$ cat config.mk
export PLATFORM = sky130hd
export DESIGN_NAME = ebrc_ctrl
export DESIGN_NICKNAME = d
export VERILOG_FILES = /design/src/ebrc_pkg.sv /design/src/ebrc_resv_if.sv /design/src/ebrc_resv_reg.sv /design/src/ebrc_ctrl.sv
export SDC_FILE = /design/constraint.sdc
export NUM_CORES = 1
export LEC_CHECK = 0
export ABC_AREA = 1
export BUFFER_PORTS_ARGS = -buffer_cell sky130_fd_sc_hd__buf_4
export CORE_MARGIN = 5
export CORE_UTILIZATION = 55
export CTS_BUF_LIST = sky130_fd_sc_hd__clkbuf_4 sky130_fd_sc_hd__clkbuf_8
export DETAILED_ROUTE_END_ITERATION = 10
export HOLD_SLACK_MARGIN = 0.06
export PLACE_DENSITY = 0.94
export SLEW_MARGIN = 30
export SYNTH_ARGS = -nofsm -noshare
export SYNTH_HDL_FRONTEND = slang
export SYNTH_SLANG_ARGS = --single-unit
$ cat constraint.sdc
create_clock -name clk_sys -period 1.7 [get_ports clk_sys]
set_input_delay 0.34 -clock clk_sys [delete_from_list [all_inputs] [get_ports clk_sys]]
set_output_delay 0.34 -clock clk_sys [all_outputs]
set_load 0.005 [all_outputs]
$ cat src/ebrc_pkg.sv
package ebrc_pkg;
    localparam int unsigned addr_width   = 32;
    localparam int unsigned data_width   = 32;
    // Coherent block: 16 bytes, a whole number of 4-byte words
    localparam int unsigned granule_bits = 4;
    localparam int unsigned tag_width    = addr_width - granule_bits;

    localparam logic [tag_width-1:0] tag_reset = {tag_width{1'b0}};
    localparam logic [addr_width-1:0] addr_reset = {addr_width{1'b0}};
    localparam logic [data_width-1:0] data_reset = {data_width{1'b0}};

    typedef enum logic [2:0] {
        ebrc_idle,
        ebrc_wait_grant,
        ebrc_addr_phase,
        ebrc_wait_ack,
        ebrc_done
    } ebrc_state_type;
endpackage

$ cat src/ebrc_resv_if.sv
`timescale 1ns/10ps
interface ebrc_resv_if;
    logic                            set_valid;
    logic [ebrc_pkg::tag_width-1:0]  set_tag;
    logic                            clear;
    logic                            snoop_store;
    logic [ebrc_pkg::tag_width-1:0]  snoop_tag;
    logic                            valid;
    logic [ebrc_pkg::tag_width-1:0]  tag;

    modport owner (
        input  set_valid,
        input  set_tag,
        input  clear,
        input  snoop_store,
        input  snoop_tag,
        output valid,
        output tag
    );
    modport user (
        output set_valid,
        output set_tag,
        output clear,
        output snoop_store,
        output snoop_tag,
        input  valid,
        input  tag
    );
endinterface

$ cat src/ebrc_resv_reg.sv
`timescale 1ns/10ps
module ebrc_resv_reg (
    input  wire logic  clk_sys, // System clock
    input  wire logic  nrst,    // Sync reset, active low
    input  wire logic  ce,      // Clock enable
    ebrc_resv_if.owner rif      // Reservation control
);
    logic                           valid;
    logic [ebrc_pkg::tag_width-1:0] tag;
    logic                           snoop_hit;
    logic                           next_valid;

    assign snoop_hit  = rif.snoop_store && valid && (rif.snoop_tag == tag);
    // New reservation outranks a same-cycle clear or snoop: it is the later event
    assign next_valid = rif.set_valid ? 1'b1 :
                        (rif.clear || snoop_hit) ? 1'b0 :
                        valid;

    always_ff @(posedge clk_sys) begin
        if (!nrst) begin
            valid <= 1'b0;
            tag   <= ebrc_pkg::tag_reset;
        end else if (ce) begin
            valid <= next_valid;
            if (rif.set_valid) begin
                tag <= rif.set_tag;
            end
        end
    end

    assign rif.valid = valid;
    assign rif.tag   = tag;
endmodule

$ cat src/ebrc_ctrl.sv
`timescale 1ns/10ps
// Notes on behaviour
// - At most one reservation is held for this processor.
// - Load-and-reserve sets a reservation, replacing any earlier one.
// - Store-conditional always clears the reservation, success or not.
// - Ordinary stores by this processor leave the reservation intact.
// - Another master's store to the reserved block cancels the reservation.
// - Lost reservation means the store-conditional never modifies memory.
// - Address compare uses coherent-block granularity, a multiple of words.
// - Cancel input sampled before the cycle; asserted means no cycle.
// - After address retry, cancel and grant are sampled again.
// - Cancel pin configured as port means reservation always valid.
// - Cancel input is active-low level; asserted means no external reservation.
// - Address retry, active low, tells the master to repeat its address phase.
// - Remote loss is reported only within the store-conditional cycle.
module ebrc_ctrl (
    input  wire logic                              clk_sys,              // System clock
    input  wire logic                              nrst,                 // Sync reset, active low
    input  wire logic                              ce,                   // Clock enable
    input  wire logic                              core_req,             // Core access request
    input  wire logic                              core_load_reserve,    // Load-and-reserve
    input  wire logic                              core_store_cond,      // Store-conditional
    input  wire logic                              core_store,           // Ordinary store
    input  wire logic [ebrc_pkg::addr_width-1:0]   core_addr,            // Access address
    input  wire logic [ebrc_pkg::data_width-1:0]   core_wdata,           // Store data
    input  wire logic                              snoop_store,          // Foreign store seen
    input  wire logic [ebrc_pkg::addr_width-1:0]   snoop_addr,           // Foreign store address
    input  wire logic                              cr_port_mode,         // Cancel pin used as port
    input  wire logic                              cancel_reservation_n, // Cancel pin
    input  wire logic                              address_retry_n,      // Retry pin
    input  wire logic                              bus_grant_n,          // Grant pin
    input  wire logic                              address_acknowledge_n,// Ack pin
    output logic                                   core_busy,            // Store-cond in progress
    output logic                                   core_done,            // Store-cond finished
    output logic                                   core_sc_success,      // Store-cond result
    output logic                                   resv_valid,           // Reservation held
    output logic                                   bus_request_n,        // Bus request out
    output logic                                   transfer_start_n,     // Address phase strobe
    output logic                                   bus_write,            // Write cycle marker
    output logic [ebrc_pkg::addr_width-1:0]        bus_addr,             // Bus address
    output logic [ebrc_pkg::data_width-1:0]        bus_wdata             // Bus write data
);
    logic [1:0] cr_sync;
    logic [1:0] retry_sync;
    logic [1:0] grant_sync;
    logic [1:0] ack_sync;
    logic       cr_n;
    logic       retry_n;
    logic       grant_n;
    logic       ack_n;

    ebrc_pkg::ebrc_state_type       state;
    ebrc_pkg::ebrc_state_type       next_state;
    logic [ebrc_pkg::addr_width-1:0] sc_addr;
    logic [ebrc_pkg::data_width-1:0] sc_data;
    logic                            sc_local_ok;

    ebrc_resv_if rif ();

    // Pins are asynchronous to clk_sys
    always_ff @(posedge clk_sys) begin
        if (!nrst) begin
            cr_sync    <= 2'h3;
            retry_sync <= 2'h3;
            grant_sync <= 2'h3;
            ack_sync   <= 2'h3;
        end else if (ce) begin
            cr_sync    <= {cr_sync[0], cancel_reservation_n};
            retry_sync <= {retry_sync[0], address_retry_n};
            grant_sync <= {grant_sync[0], bus_grant_n};
            ack_sync   <= {ack_sync[0], address_acknowledge_n};
        end
    end
    assign retry_n = retry_sync[1];
    assign grant_n = grant_sync[1];
    assign ack_n   = ack_sync[1];
    // Port mode forces the external reservation valid
    assign cr_n    = cr_port_mode ? 1'b1 : cr_sync[1];

    wire take_req   = ce && (state == ebrc_pkg::ebrc_idle) && core_req;
    wire take_sc    = take_req && core_store_cond;
    // Only the core's own reserved store-cond needs a bus cycle; a local
    // loss fails at once so memory is never touched
    wire sc_hit     = rif.valid &&
                      (core_addr[ebrc_pkg::addr_width-1:ebrc_pkg::granule_bits] == rif.tag);
    wire cancelled  = !cr_n;
    wire can_start  = !cancelled && !grant_n;
    wire ack_seen   = !ack_n;
    wire retry_seen = !retry_n;

    assign rif.set_valid   = take_req && core_load_reserve;
    assign rif.set_tag     = core_addr[ebrc_pkg::addr_width-1:ebrc_pkg::granule_bits];
    assign rif.clear       = take_sc;
    assign rif.snoop_store = snoop_store;
    assign rif.snoop_tag   = snoop_addr[ebrc_pkg::addr_width-1:ebrc_pkg::granule_bits];

    ebrc_resv_reg u_resv (
        .clk_sys (clk_sys),
        .nrst    (nrst),
        .ce      (ce),
        .rif     (rif)
    );

    always_comb begin
        next_state = state;
        case (state)
            ebrc_pkg::ebrc_idle: begin
                // Cancel already seen at take: fail without raising a request
                if (take_sc && sc_hit && !cancelled) begin
                    next_state = ebrc_pkg::ebrc_wait_grant;
                end else if (take_sc) begin
                    next_state = ebrc_pkg::ebrc_done;
                end
            end
            ebrc_pkg::ebrc_wait_grant: begin
                if (cancelled) begin
                    next_state = ebrc_pkg::ebrc_done;
                end else if (can_start) begin
                    next_state = ebrc_pkg::ebrc_addr_phase;
                end
            end
            ebrc_pkg::ebrc_addr_phase: begin
                next_state = ebrc_pkg::ebrc_wait_ack;
            end
            ebrc_pkg::ebrc_wait_ack: begin
                if (retry_seen) begin
                    next_state = ebrc_pkg::ebrc_wait_grant;
                end else if (ack_seen) begin
                    next_state = ebrc_pkg::ebrc_done;
                end
            end
            ebrc_pkg::ebrc_done: begin
                next_state = ebrc_pkg::ebrc_idle;
            end
            default: begin
                next_state = ebrc_pkg::ebrc_idle;
            end
        endcase
    end

    always_ff @(posedge clk_sys) begin
        if (!nrst) begin
            state       <= ebrc_pkg::ebrc_idle;
            sc_addr     <= ebrc_pkg::addr_reset;
            sc_data     <= ebrc_pkg::data_reset;
            sc_local_ok <= 1'b0;
        end else if (ce) begin
            state <= next_state;
            if (take_sc) begin
                sc_addr     <= core_addr;
                sc_data     <= core_wdata;
                sc_local_ok <= sc_hit;
            end else if (state == ebrc_pkg::ebrc_wait_grant && cancelled) begin
                sc_local_ok <= 1'b0;
            end else if (state == ebrc_pkg::ebrc_wait_ack && retry_seen) begin
                sc_local_ok <= sc_local_ok;
            end
        end
    end

    wire enter_done = (next_state == ebrc_pkg::ebrc_done) && (state != ebrc_pkg::ebrc_done);
    wire drive_addr = (next_state == ebrc_pkg::ebrc_addr_phase);
    wire bus_owned  = (next_state == ebrc_pkg::ebrc_addr_phase) ||
                      (next_state == ebrc_pkg::ebrc_wait_ack);

    // Registered outputs; active-low bus pins idle high and bus_write idles low when no cycle runs
    always_ff @(posedge clk_sys) begin
        if (!nrst) begin
            core_busy        <= 1'b0;
            core_done        <= 1'b0;
            core_sc_success  <= 1'b0;
            resv_valid       <= 1'b0;
            bus_request_n    <= 1'b1;
            transfer_start_n <= 1'b1;
            bus_write        <= 1'b0;
            bus_addr         <= ebrc_pkg::addr_reset;
            bus_wdata        <= ebrc_pkg::data_reset;
        end else if (ce) begin
            core_busy        <= (next_state != ebrc_pkg::ebrc_idle) &&
                                (next_state != ebrc_pkg::ebrc_done);
            core_done        <= enter_done;
            // Success only when the acknowledge ends a bus cycle
            core_sc_success  <= enter_done && (state == ebrc_pkg::ebrc_wait_ack) &&
                                sc_local_ok;
            resv_valid       <= rif.valid;
            bus_request_n    <= !((next_state == ebrc_pkg::ebrc_wait_grant) || bus_owned);
            transfer_start_n <= !drive_addr;
            bus_write        <= bus_owned;
            if (drive_addr) begin
                bus_addr  <= sc_addr;
                bus_wdata <= sc_data;
            end
        end
    end
endmodule

# Word level (Yosys, flattened, before mapping)
# Index checks and enable logic that the tools add are counted.
# classes
n_eq_ne,11
mux,12
reduce_logical,31
# ops
op,n
== test 28 bit,2
two-way mux 3 bit,6
logical AND 1 bit,15
== test 3 x 2 -> 1 bit (second input constant),4
case mux 3 bit (4 select lines),1
AND reduction 2 bit,5
== test 3 x 1 -> 1 bit (second input constant),2
inequality test 3 bit (second input constant),2
two-way mux 1 bit,5
logical NOT 1 bit,4
nonzero test 2 bit,2
== test 3 bit (second input constant),1
logical NOT 3 bit,1
logical OR 1 bit,3
nonzero test 3 bit,1
# totals
elab_cells,73
reg_bits,176

# Longest topological paths before layout
# Gate-level depths: netlist (run 1).
# depth
word_depth,12
ltp_mapped,13
mapped_depth_nobuf,13

# Hierarchy
# A second synthesis (run 1) with hierarchy kept.
# unflattened
hier_cells,1025
area_unflattened_um2,7257.0
# modules_own_cells
mod,area_each_um2,instances,cells_per_inst
ebrc_ctrl,5734.2,1,774
ebrc_resv_reg,1522.7,1,251

# Worst setup path before layout (run 1)
# Ideal clock, no wire load.
# synth_timing
path_type,flip-flop to flip-flop
from,reg state[0]
to,reg bus_addr[22] (netlist bit)
setup_slack_ns,0.348
period_less_slack_ns,1.352
setup_time_ns,0.132
t_required_ns,1.568
path_stages_with_launch,10
t_arrival_ns,1.220
path_cell_list,dfxtp_1 > inv_2 > nor3_4 > nand2_2 > nor2_4 > nand2_1 > buf_4 > buf_6 > nand2_1 > a21oi_1
# synth_between
elab_chain_len,10
word_cells_on_any_way,18
cone_classes,4 x eq/ne; 7 x mux; 7 x reduce/logical
# synth_lines
element,line_no,rtl
start: declaration,ebrc_ctrl.sv:52,ebrc_pkg::ebrc_state_type state;
start signal: assignment,ebrc_ctrl.sv:143,state <= ebrc_pkg::ebrc_idle;
start signal: assignment,ebrc_ctrl.sv:148,state <= next_state;
logical NOT 3 bit,"ebrc_ctrl.sv:80, ebrc_ctrl.sv:106",
logical AND 1 bit (2 in a row),ebrc_ctrl.sv:80,wire take_req = ce && (state == ebrc_pkg::ebrc_idle) && core_req;
logical AND 1 bit,ebrc_ctrl.sv:81,wire take_sc = take_req && core_store_cond;
logical AND 1 bit (2 in a row),ebrc_ctrl.sv:109,if (take_sc && sc_hit && !cancelled) begin
two-way mux 3 bit,ebrc_ctrl.sv:109,
case mux 3 bit (4 select lines) *,ebrc_ctrl.sv:106,case (state)
== test 3 x 2 -> 1 bit *,ebrc_ctrl.sv:162,wire drive_addr = (next_state == ebrc_pkg::ebrc_addr_phase);
AND reduction 2 bit (no line) *,n/a,
end signal: assignment,ebrc_ctrl.sv:176,bus_addr <= ebrc_pkg::addr_reset;
end signal: assignment,ebrc_ctrl.sv:190,bus_addr <= sc_addr;
end: declaration,ebrc_ctrl.sv:40,"output logic [ebrc_pkg::addr_width-1:0] bus_addr,"
# Every way passes the cells marked *; elsewhere a longest branch is shown, timed or not.
# A chain may end at the register's enable or synchronous reset.

# Final worst setup path (run 1)
# layout_timing
from,reg state[0]
to,reg sc_data[22] (netlist bit)
# layout_between
elab_chain_len,5
# layout_lines
element,line_no,rtl
logical NOT 3 bit,ebrc_ctrl.sv:80,
logical AND 1 bit (2 in a row),ebrc_ctrl.sv:80,
logical AND 1 bit,ebrc_ctrl.sv:81,
AND reduction 2 bit (no line),n/a,
end signal: assignment,ebrc_ctrl.sv:145,sc_data <= ebrc_pkg::data_reset;
end signal: assignment,ebrc_ctrl.sv:151,sc_data <= core_wdata;
end: declaration,ebrc_ctrl.sv:55,logic [ebrc_pkg::data_width-1:0] sc_data;
# Every way passes these cells.

==> impl_results.md, run 1 <==
- Status: finished, final reports clean
- Synthesized area: roughly 7200 um2
- Capturing point of the worst reg2reg path: sc_data[22]
- Worst path slowest cell: dfxtp_2
- First-pass iteration count of the detailed router: 6
- Non-Filler Instances: 1,314
- Primary FF master, synth: dfxtp_1
- Nets: ~1,200
- GP Congestion: 0.892
- Area Growth Syn to Fin: 27.3%
- Post-Synth XOR/XNOR Area: 0.0157
- Top fanout value on the critical path: 20
- Most frequent cells after synthesis: nand2_1, dfxtp_1, nor2_1
- Clk buf depth: 2
- Ant. Diodes: 0
- Post-route core utilization: 0.704
- Initial antenna violation count: 0
- Max Cap Viol: 0
- Hold Path Class: input pin to flip-flop
- Crit path buf inv count: 2
- I/O Pins: between 150 and 200
- TritonCTS clock tree: yes
- Grt total ovfl: 0
- Yosys top cell by area: dfxtp_1
- All-Layer GR Usage: 0.255
- Share of layout cells above drive strength 1: 0.246
- Most frequent cell after synthesis: nand2_1
- Total power: around 8600 uW
- Crit-path cells: nor3_2 > nand4_1 > inv_2 > buf_4 > nor2_1 > nor2_1
- CP Class: flip-flop to flip-flop
- Pins Over Slew Limit: 0
- Worst R2R Start: state[0]
- R2r setup slk: ~0.11 ns
- #FFs+latches synth: 176
- Post-CTS setup buffers: 0
- DP HPWL: around 14 mm
- Vias: about 7,100
- Fmax: 0.627 GHz
- Worst slew margin: 0.714
- Worst vdd ir: approximately 0.54 mV
- HP Start: address_acknowledge_n
- Pwr per Cell Area: about 930 nW/um2
- CP max stage delay: between 0.3 and 0.4 ns
- Post-synth top area share: 0.487
- Final period util: 0.938
- Die area: around 16,000 um2
- First-pass GRT wire length: 32.7 mm
- Clk sinks: ~180
- Yosys warning count: 0
- Hold EP: ack_sync[0]
- DR WL/cell: about 16 um
- Mapped Cells: 960
- Horiz. Die Dim: between 100 and 150 um
- Clock-pin slew on the worst setup and hold paths: around 0.090 ns
- CP required: between 2 and 2.5 ns
- Pin count of the biggest net entering global routing: 56
- Register area share after synthesis: 0.487
- Vias per Instance: about 5.4
- Hold WS: 0.0910 ns
- Chip Height: 125 um
- Proportion of synthesized area in mux cells: 0
- Pleak: 0.00387 uW
- Hold path depth: 3
- Type of origin of the critical path: flip-flop
- Endpoints failing hold: 0
- Post-synth EDFFs: 0
- Vias in the first global route: 6,823
- Largest family of logic cells by synthesized area: simple AND/OR/NAND/NOR gates
- Core area: about 13,000 um2
- WL final: between 20 and 25 mm
- Setup_tns: 0 ns
- DP Cell Count: about 1,300
- H-Tree Depth: 4
- # fillers: between 900 and 1,000
- Initial Util: 0.553
- Post-synthesis simple-gate area fraction: 0.245
- Crit path DAT: around 2 ns
- CP delay by family, top: simple AND/OR/NAND/NOR gates
- I/O Buffers: around 170
- Clk_lat worst skew: about 0.47 ns
- Final Skew: 0.0105 ns
- Largest cells by area after synthesis: dfxtp_1, nand2_1, a21oi_1, o21ai_0, nor2_1
- RSZ-0062 raised after global routing: true
- Syn Area/Cell: around 7.5 um2
- Final Setup Violations: 0
- R2R cell count: 6
- ANT nets after route: 0
- Slew @ Worst Pin: about 0.43 ns
- Total CTS buffers: 17
- Post-synth ARST share: 0
- Adder-cell share of the synthesized area: 0
- Yosys cell types: 33
- Iteration-0 DRC Markers: about 680
- Core Rows: 42
- Clock root buffer: clkbuf_8
- Worst setup EP type: flip-flop
- # DRC: 0
- Synth Area in Compound Gates: 0.169
- Most frequent CP cell: nor2_1
- Tmin final: 1.59 ns
- Syn Nets: ~1,100
## worst max-delay path by stage
stage                         end  cells after the start               from  slack (ns)
floorplan            bus_addr[22]                      9           state[0]        0.35
global placement    bus_request_n                     13       core_addr[4]       -0.03
detailed placement  bus_request_n                     14       core_addr[8]       -0.09
CTS                 bus_request_n                     13  u_resv.rif.tag[5]        0.03
global route        bus_request_n                     11  u_resv.rif.tag[8]       -0.02
finish                sc_data[22]                      6           state[0]        0.11
## state kept, by name, indices dropped and copies added (netlist names), 2 cells and up
| signal | count |
|---|---|
| sc_data | 32 |
| retry_sync | 2 |
| cr_sync | 2 |
| bus_addr | 32 |
| grant_sync | 2 |
| state | 3 |
| sc_addr | 32 |
| ack_sync | 2 |
| u_resv.rif.tag | 28 |
| bus_wdata | 32 |
## power breakdown
part / leakage (uW) / switching, uW / internal (uW)
registers: 0.00143 / 89.2 / 4260
clock network: 0.000233 / 1510 / 1850
logic: 0.00220 / 502 / 390
## cell usage in the layout, fill, tap and decap left out, types with 10 or more instances in the layout
cell / instances
nor2_1: 126
dfxtp_1: 168
a21oi_2: 10
clkbuf_8: 19
nand3_2: 11
o21ai_0: 101
nand2_1: 182
buf_4: 201
a21oi_1: 108
nand3_1: 65
inv_1: 59
## metal layers
metal | GRT usage | wire length, um | up-vias
met5 | 0 | 0 | -
met4 | 0.112 | 716 | 0
met3 | 0.0622 | 1570 | 62
met2 | 0.428 | 10000 | 326
met1 | 0.311 | 8200 | 3286
li1 | - | - | 3467
## worst reg2reg max path: cells and delay by family (launching register included)
family / cells / cell delay [ns]
buffers and inverters: 2 / 0.52
DFF: 1 / 0.36
and+or+nand+nor: 4 / 0.65
## metrics by stage
step | setup slack (ns) | instance area, um2
2_1_floorplan | 0.348 | 7240
3_3_place_gp | -0.0313 | 8680
3_5_place_dp | -0.0937 | 8680
4_1_cts | 0.0326 | 9170
5_1_grt | -0.0210 | 9210
6_report | 0.106 | 9210
## kinds of logic (layout without fill, tap and decap cells)
| family | Yosys count | after routing |
|---|---|---|
| AOI/OAI and AO/OA | 233 | 233 |
| xor gates and xnor gates | 13 | 13 |
| DFF | 176 | 176 |
| and+or+nand+nor | 413 | 413 |
| buffers and inverters | 125 | 303 |
## repair_timing
action / 4_1_cts / 5_1_grt
hold buffers: 2 / 0
gates resized for setup: 1 / 14
pin swaps: 0 / 2
setup endpoints to repair: 3 / 30
endpoints found under the hold margin: 2 / 0
## cell type report
type                            instances  area [um2]  area share
Sequential cell                       176        3530       0.384
Multi-Input combinational cell        659        3130       0.339
Timing Repair Buffer                  209        1620       0.176
Clock buffer                           20         269      0.0292
Inverter                               62         233      0.0253
Tap cell                              176         220      0.0239
Clock inverter                         12         205      0.0223
No activity file was read; power rests on OpenSTA's default activity.
==> run 2, diff against run 1 <==
CAP_MARGIN = 5   (was unset)
CORE_UTILIZATION = 35   (was 55)
PLACE_DENSITY = 0.68   (was 0.94)
==> run 2 against run 1 <==
Against the previous run: setup slack improved by 0.00053 ns; final area rose by 4.7%; cell count rose by 10%.
==> impl_results.md, run 2 (synthesis gave the netlist of run 1 again) <==
- Initial antenna violation count: 0 (unchanged)
- CP required: 2.03 ns (-0.07 ns)
- First-pass iteration count of the detailed router: 5 (-1)
- Worst slack, placed: -0.137 ns (-0.0431 ns)
- Fmax: 0.628 GHz (about the same)
- # fillers: 2,045 (+110%)
- Top fanout value on the critical path: 24 (+20%)
- Final Setup Violations: 0 (unchanged)
- Pwr per Cell Area: 854 nW/um2 (-8.6%)
- Post-route cell area: 9640 um2 (+4.7%)
- Final Skew: 0.0137 ns (+0.00325 ns)
- DR WL/cell: 14.5 um (-7.0%)
- Commonest non-fill, non-tap cells in the layout: buf_4, nand2_1, dfxtp_1
- # DRC: 0 (unchanged)
- TritonCTS clock tree: yes
- GP Congestion: 0.908 (+1.8%)
- Worst setup EP type: flip-flop
- Top Usage Layer GRT: met2
- Total CTS buffers: 17 (unchanged)
- Core area: 20,300 um2 (+55%)
- Die area: 23,600 um2 (+52%)
- Share of layout cells above drive strength 1: 0.281 (+0.0348)
- Pins Over Slew Limit: 0 (unchanged)
- CP endpoint: bus_addr[16]
- HP Start: address_acknowledge_n
- Clk buf depth: 2 (unchanged)
- Tmin final: 1.59 ns (-0.000526 ns)
- I/O Pins: 180 (unchanged)
- DP Cell Count: 1,409 (+10%)
- Ant. Diodes: 0 (unchanged)
- Placed cell area: 9110 um2 (+5.0%)
- I/O Buffers: 174 (unchanged)
- Vias: 6,809 (-4.6%)
- Capturing point of the worst reg2reg path: bus_addr[16]
- Sequential Area: 3540 um2 (about the same)
- Status: finished, final reports clean
- Worst R2R Start: state[1]
- Hold bufs inserted after CTS: 0 (-2)
- All-Layer GR Usage: 0.172 (-0.0833)
- Iteration-0 DRC Markers: 380 (-44%)
- Vias in the first global route: 6,277 (-8.0%)
- Max Cap Viol: 0 (unchanged)
- Initial Util: 0.356 (-0.197)
- Type of origin of the critical path: flip-flop
- Endpoints failing hold: 0 (unchanged)
- R2r setup slk: 0.11 ns (about the same)
- Clk sinks: 176 (unchanged)
- Post-route core utilization: 0.475 (-0.229)
- H-Tree Depth: 4 (unchanged)
- Routing usage on met2: 0.280 (-0.149)
- Most common cell after layout, fill and taps aside: buf_4
- Non-Filler Instances: 1,445 (+10%)
- Clock root buffer: clkbuf_8
- Hold WS: 0.0964 ns (+0.00545 ns)
- Routing usage on met1: 0.229 (-0.0815)
- Worst vdd ir: 0.446 mV (-18%)
- Pin count of the biggest net entering global routing: 56 (unchanged)
- Chip Height: 154 um (+23%)
- Pleak: 0.00407 uW (+5.2%)
- Hold Path Class: input pin to flip-flop
- DP HPWL: 15.2 mm (+8.2%)
- Worst slew margin: 0.687 (-0.0268)
- First-pass GRT wire length: 32.9 mm (+0.72%)
- Critical Path Start: state[1]
- Core Rows: 52 (+24%)
- Slew @ Worst Pin: 0.469 ns (+0.0402 ns)
- Area Growth Syn to Fin: 33.2%
- WL final: 21.0 mm (+2.2%)
- Multi-input gate area: 3150 um2 (+0.68%)
- Clock-pin slew on the worst setup and hold paths: 0.09 ns (about the same)
- R2R cell count: 9 (+3)
- PnR worst setup slack: 0.106 ns (+0.000526 ns)
- Crit path DAT: 1.93 ns (-0.07 ns)
- Horiz. Die Dim: 154 um (+23%)
- ANT nets after route: 0 (unchanged)
- Met3 Use GR: 0.0469 (-0.0152)
- Nets: 1,275 (+3.3%)
- CP Class: flip-flop to flip-flop
- Clk_lat worst skew: 0.45 ns (-0.02 ns)
- Grt total ovfl: 0 (unchanged)
- Vias per Instance: 4.71 (-13%)
- Final period util: 0.937 (about the same)
==> run 2: metrics by stage <==
| step | setup TNS (ns) | total power [uW] |
|---|---|---|
| floorplan | 0 | 4910 |
| global placement | -0.180 | 5380 |
| detailed placement | -0.331 | 5390 |
| CTS | 0 | 8290 |
| global route | -0.0960 | 8670 |
| finish | 0 | 8230 |
==> run 2: how the worst min path moves through the flow <==
| stage | to | slack [ns] | cells past startpoint |
|---|---|---|---|
| 6_report | ack_sync[0] | 0.1 | 3 |
| 5_1_grt | grant_sync[0] | 0.07 | 3 |
| 4_1_cts | ack_sync[0] | 0.06 | 3 |
| 3_5_place_dp | cr_sync[1] | 0.44 | 2 |
| 3_3_place_gp | cr_sync[1] | 0.43 | 2 |
| 2_1_floorplan | cr_sync[1] | 0.42 | 2 |
==> run 2: repair_timing <==
item                       CTS  global route
gates resized for setup      1            31
pin swaps                    0            18
setup endpoints to repair    1           100
cloned                       0             1
buffers inserted             0             8
==> run 2: metal layers <==
| layer | part of all wire | routed length [um] |
|---|---|---|
| met1 | 0.46 | 9580 |
| met2 | 0.47 | 9860 |
| met3 | 0.063 | 1310 |
| met4 | 0.010 | 209 |
| met5 | 0 | 0 |
==> run 2: final cells by class <==
cell class / instances / share of cell area
multi-input combinational: 659 / 0.326
tap: 270 / 0.0350
clock inverter: 10 / 0.0148
timing repair buffer: 250 / 0.208
clock buffer: 18 / 0.0250
inverter: 62 / 0.0244
sequential: 176 / 0.367
==> run 2: critical path: stages, from the launching register on <==
cell	delay, ns
dfxtp_1	0.33
buf_4	0.15
nor3_4	0.21
nand2_2	0.09
nor2_4	0.13
buf_4	0.16
nand2_4	0.09
buf_12	0.17
nand2_1	0.07
a21oi_1	0.05
==> run 2: power breakdown <==
group	switching, uW	leakage (uW)	internal [uW]
clock network	1470	0.000194	1440
registers	83.4	0.00143	4260
logic	518	0.00244	456
==> run 3, diff against run 2 <==
--- a/config.mk
+++ b/config.mk
@@ -9,5 +9,5 @@
 export BUFFER_PORTS_ARGS = -buffer_cell sky130_fd_sc_hd__buf_4
 export CAP_MARGIN = 5
-export CORE_MARGIN = 5
+export CORE_MARGIN = 1.5
 export CORE_UTILIZATION = 35
 export CTS_BUF_LIST = sky130_fd_sc_hd__clkbuf_4 sky130_fd_sc_hd__clkbuf_8
==> constraint.sdc (replaced) <==
create_clock -name clk_sys -period 1.7 [get_ports clk_sys]
set_input_delay 0.17 -clock clk_sys [delete_from_list [all_inputs] [get_ports clk_sys]]
set_output_delay 0.17 -clock clk_sys [all_outputs]
set_load 0.005 [all_outputs]
==> run 3 against run 2 <==
Against the previous run: critical path depth decreased by 2; critical path type unchanged; register-to-register slack barely moved; sequential power is essentially flat; critical endpoint is now sc_addr[3]; count of clock-buffer cells in the layout rose by 3; worst hold slack better by 0.0048 ns; die area is 8.9% lower; global-route usage increased by 2.7 points; sequential share of layout area is 1.6 points lower; non-clock buffer count increased by 38; highest routed layer unchanged.
==> impl_results.md, run 3 (synthesis gave the netlist of run 1 again) <==
- # DRC: 0 (unchanged)
- Top Usage Layer GRT: met2
- Clock-pin slew on the worst setup and hold paths: 0.09 ns (about the same)
- Total CTS buffers: 17 (unchanged)
- Commonest non-fill, non-tap cells in the layout: buf_4, nand2_1, dfxtp_1
- Final period util: 0.933 (-0.00481)
- First-pass GRT wire length: 34.1 mm (+3.5%)
- Non-Filler Instances: 1,486 (+2.8%)
- All-Layer GR Usage: 0.199 (+0.0268)
- GP Congestion: 0.898 (-1.2%)
- Core Rows: 52 (unchanged)
- Endpoints failing hold: 0 (unchanged)
- Slew @ Worst Pin: 0.440 ns (-0.0295 ns)
- Pins Over Slew Limit: 0 (unchanged)
- Multi-input gate area: 3140 um2 (-0.20%)
- DP HPWL: 14.6 mm (-4.1%)
- DR WL/cell: 14.6 um (+0.89%)
- Pin count of the biggest net entering global routing: 56 (unchanged)
- TritonCTS clock tree: yes
- WL final: 21.7 mm (+3.8%)
- CP Class: flip-flop to flip-flop
- Initial Util: 0.358 (+0.00115)
- Pwr per Cell Area: 803 nW/um2 (-5.9%)
- Max Cap Viol: 0 (unchanged)
- # fillers: 1,996 (-2.4%)
- Horiz. Die Dim: 147 um (-4.6%)
- Top fanout value on the critical path: 15 (-38%)
- Hold Path Class: input pin to flip-flop
- Tmin final: 1.59 ns (-0.00818 ns)
- Clk sinks: 176 (unchanged)
- ANT nets after route: 0 (unchanged)
- Grt total ovfl: 0 (unchanged)
- Share of layout cells above drive strength 1: 0.242 (-0.0391)
- Total power: 8090 uW (-1.7%)
- Crit path DAT: 1.93 ns (about the same)
- Status: finished, final reports clean
- Vias in the first global route: 6,764 (+7.8%)
- Routing usage on met2: 0.330 (+0.0502)
- H-Tree Depth: 4 (unchanged)
- Vias per Instance: 4.83 (+2.5%)
- Fmax: 0.631 GHz (+0.52%)
- Ant. Diodes: 0 (unchanged)
- Initial antenna violation count: 0 (unchanged)
- Core area: 20,200 um2 (-0.32%)
- Die area: 21,500 um2 (-8.9%)
- I/O Buffers: 174 (unchanged)
- Vias: 7,174 (+5.4%)
- Sequential Area: 3530 um2 (-0.11%)
- Nets: 1,313 (+3.0%)
- R2r setup slk: 0.11 ns (about the same)
- I/O Pins: 180 (unchanged)
- Worst vdd ir: 0.439 mV (-1.6%)
- Final Setup Violations: 0 (unchanged)
- Pleak: 0.00418 uW (+2.7%)
- Final Skew: 0.0140 ns (+0.000235 ns)
- Chip Height: 147 um (-4.6%)
- Clk buf depth: 2 (unchanged)
- Met3 Use GR: 0.0335 (-0.0134)
- Routing usage on met1: 0.256 (+0.0265)
- Hold WS: 0.101 ns (+0.00476 ns)
- Most common cell after layout, fill and taps aside: buf_4
- DP Cell Count: 1,381 (-2.0%)
- Worst slew margin: 0.704 (+0.0169)
- First-pass iteration count of the detailed router: 5 (unchanged)
- Area Growth Syn to Fin: 39.2%
- Clk_lat worst skew: 0.45 ns (about the same)
- CP required: 2.04 ns (about the same)
- Clock root buffer: clkbuf_8
- Iteration-0 DRC Markers: 389 (+2.4%)
- Worst setup EP type: flip-flop
- Type of origin of the critical path: flip-flop
-- run 3: cell count changes in the layout (fill, tap and decap cells not counted), moves of 4 or more --
cell | before | now
dlygate4sd3_1 | 0 | 69
inv_1 | 55 | 59
inv_6 | 0 | 4
inv_2 | 6 | 2
buf_4 | 239 | 207
-- run 3: worst max-delay path, stage by stage (launching register included) --
cell     delay, ns
dfxtp_2       0.36
nor3_2        0.23
nand4_1       0.13
buf_4         0.18
buf_4         0.13
buf_4         0.17
o21ai_0       0.21
nor2_1        0.07
-- run 3: area by class of cell --
| class | instances | share of cell area |
|---|---|---|
| timing repair buffer | 288 | 0.245 |
| multi-input combinational | 659 | 0.312 |
| inverter | 62 | 0.0236 |
| clock buffer | 21 | 0.0275 |
| tap | 270 | 0.0335 |
| clock inverter | 10 | 0.00783 |
| sequential | 176 | 0.351 |
-- run 3: metal layers --
layer  wire (um)  vias to the layer above
li1            -                     3628
met4         558                        0
met1        9870                     3304
met2       10400                      204
met3         926                       38
met5           0                        -
-- run 3: worst paths after layout --
path | startpoint | to | depth (start not counted)
max reg2reg | state[0] | sc_addr[3] | 7
min reg2reg | cr_sync[1] | cr_sync[1] | 2
max | state[0] | sc_addr[3] | 7
min | core_addr[27] | sc_addr[27] | 4
-- run 3: stage by stage --
| stage | setup slack (ns) | util | setup TNS [ns] | cell area (um2) |
|---|---|---|---|---|
| 4_1_cts | 0.0227 | 0.491 | 0 | 9940 |
| 3_5_place_dp | -0.0291 | 0.440 | -0.0382 | 8900 |
| 2_1_floorplan | 0.348 | - | 0 | 7240 |
| 6_report | 0.115 | 0.498 | 0 | 10100 |
| 3_3_place_gp | -0.0173 | 0.440 | -0.0173 | 8900 |
| 5_1_grt | -0.00802 | 0.498 | -0.0132 | 10100 |
-- run 3: where the power goes --
part	internal, uW	leakage (uW)	switching (uW)	total, uW
clock	1130	0.000184	1540	2670
combinational	528	0.00256	550	1080
sequential	4260	0.00143	82.5	4350
-- run 3: what timing repair did --
item / CTS / global route
hold buffers: 69 / 0
endpoints found under the setup margin: 3 / 93
gates resized for setup: 1 / 20
endpoints found under the hold margin: 94 / 0
setup buffers: 0 / 3
pin swaps: 0 / 2
gates cloned: 0 / 2
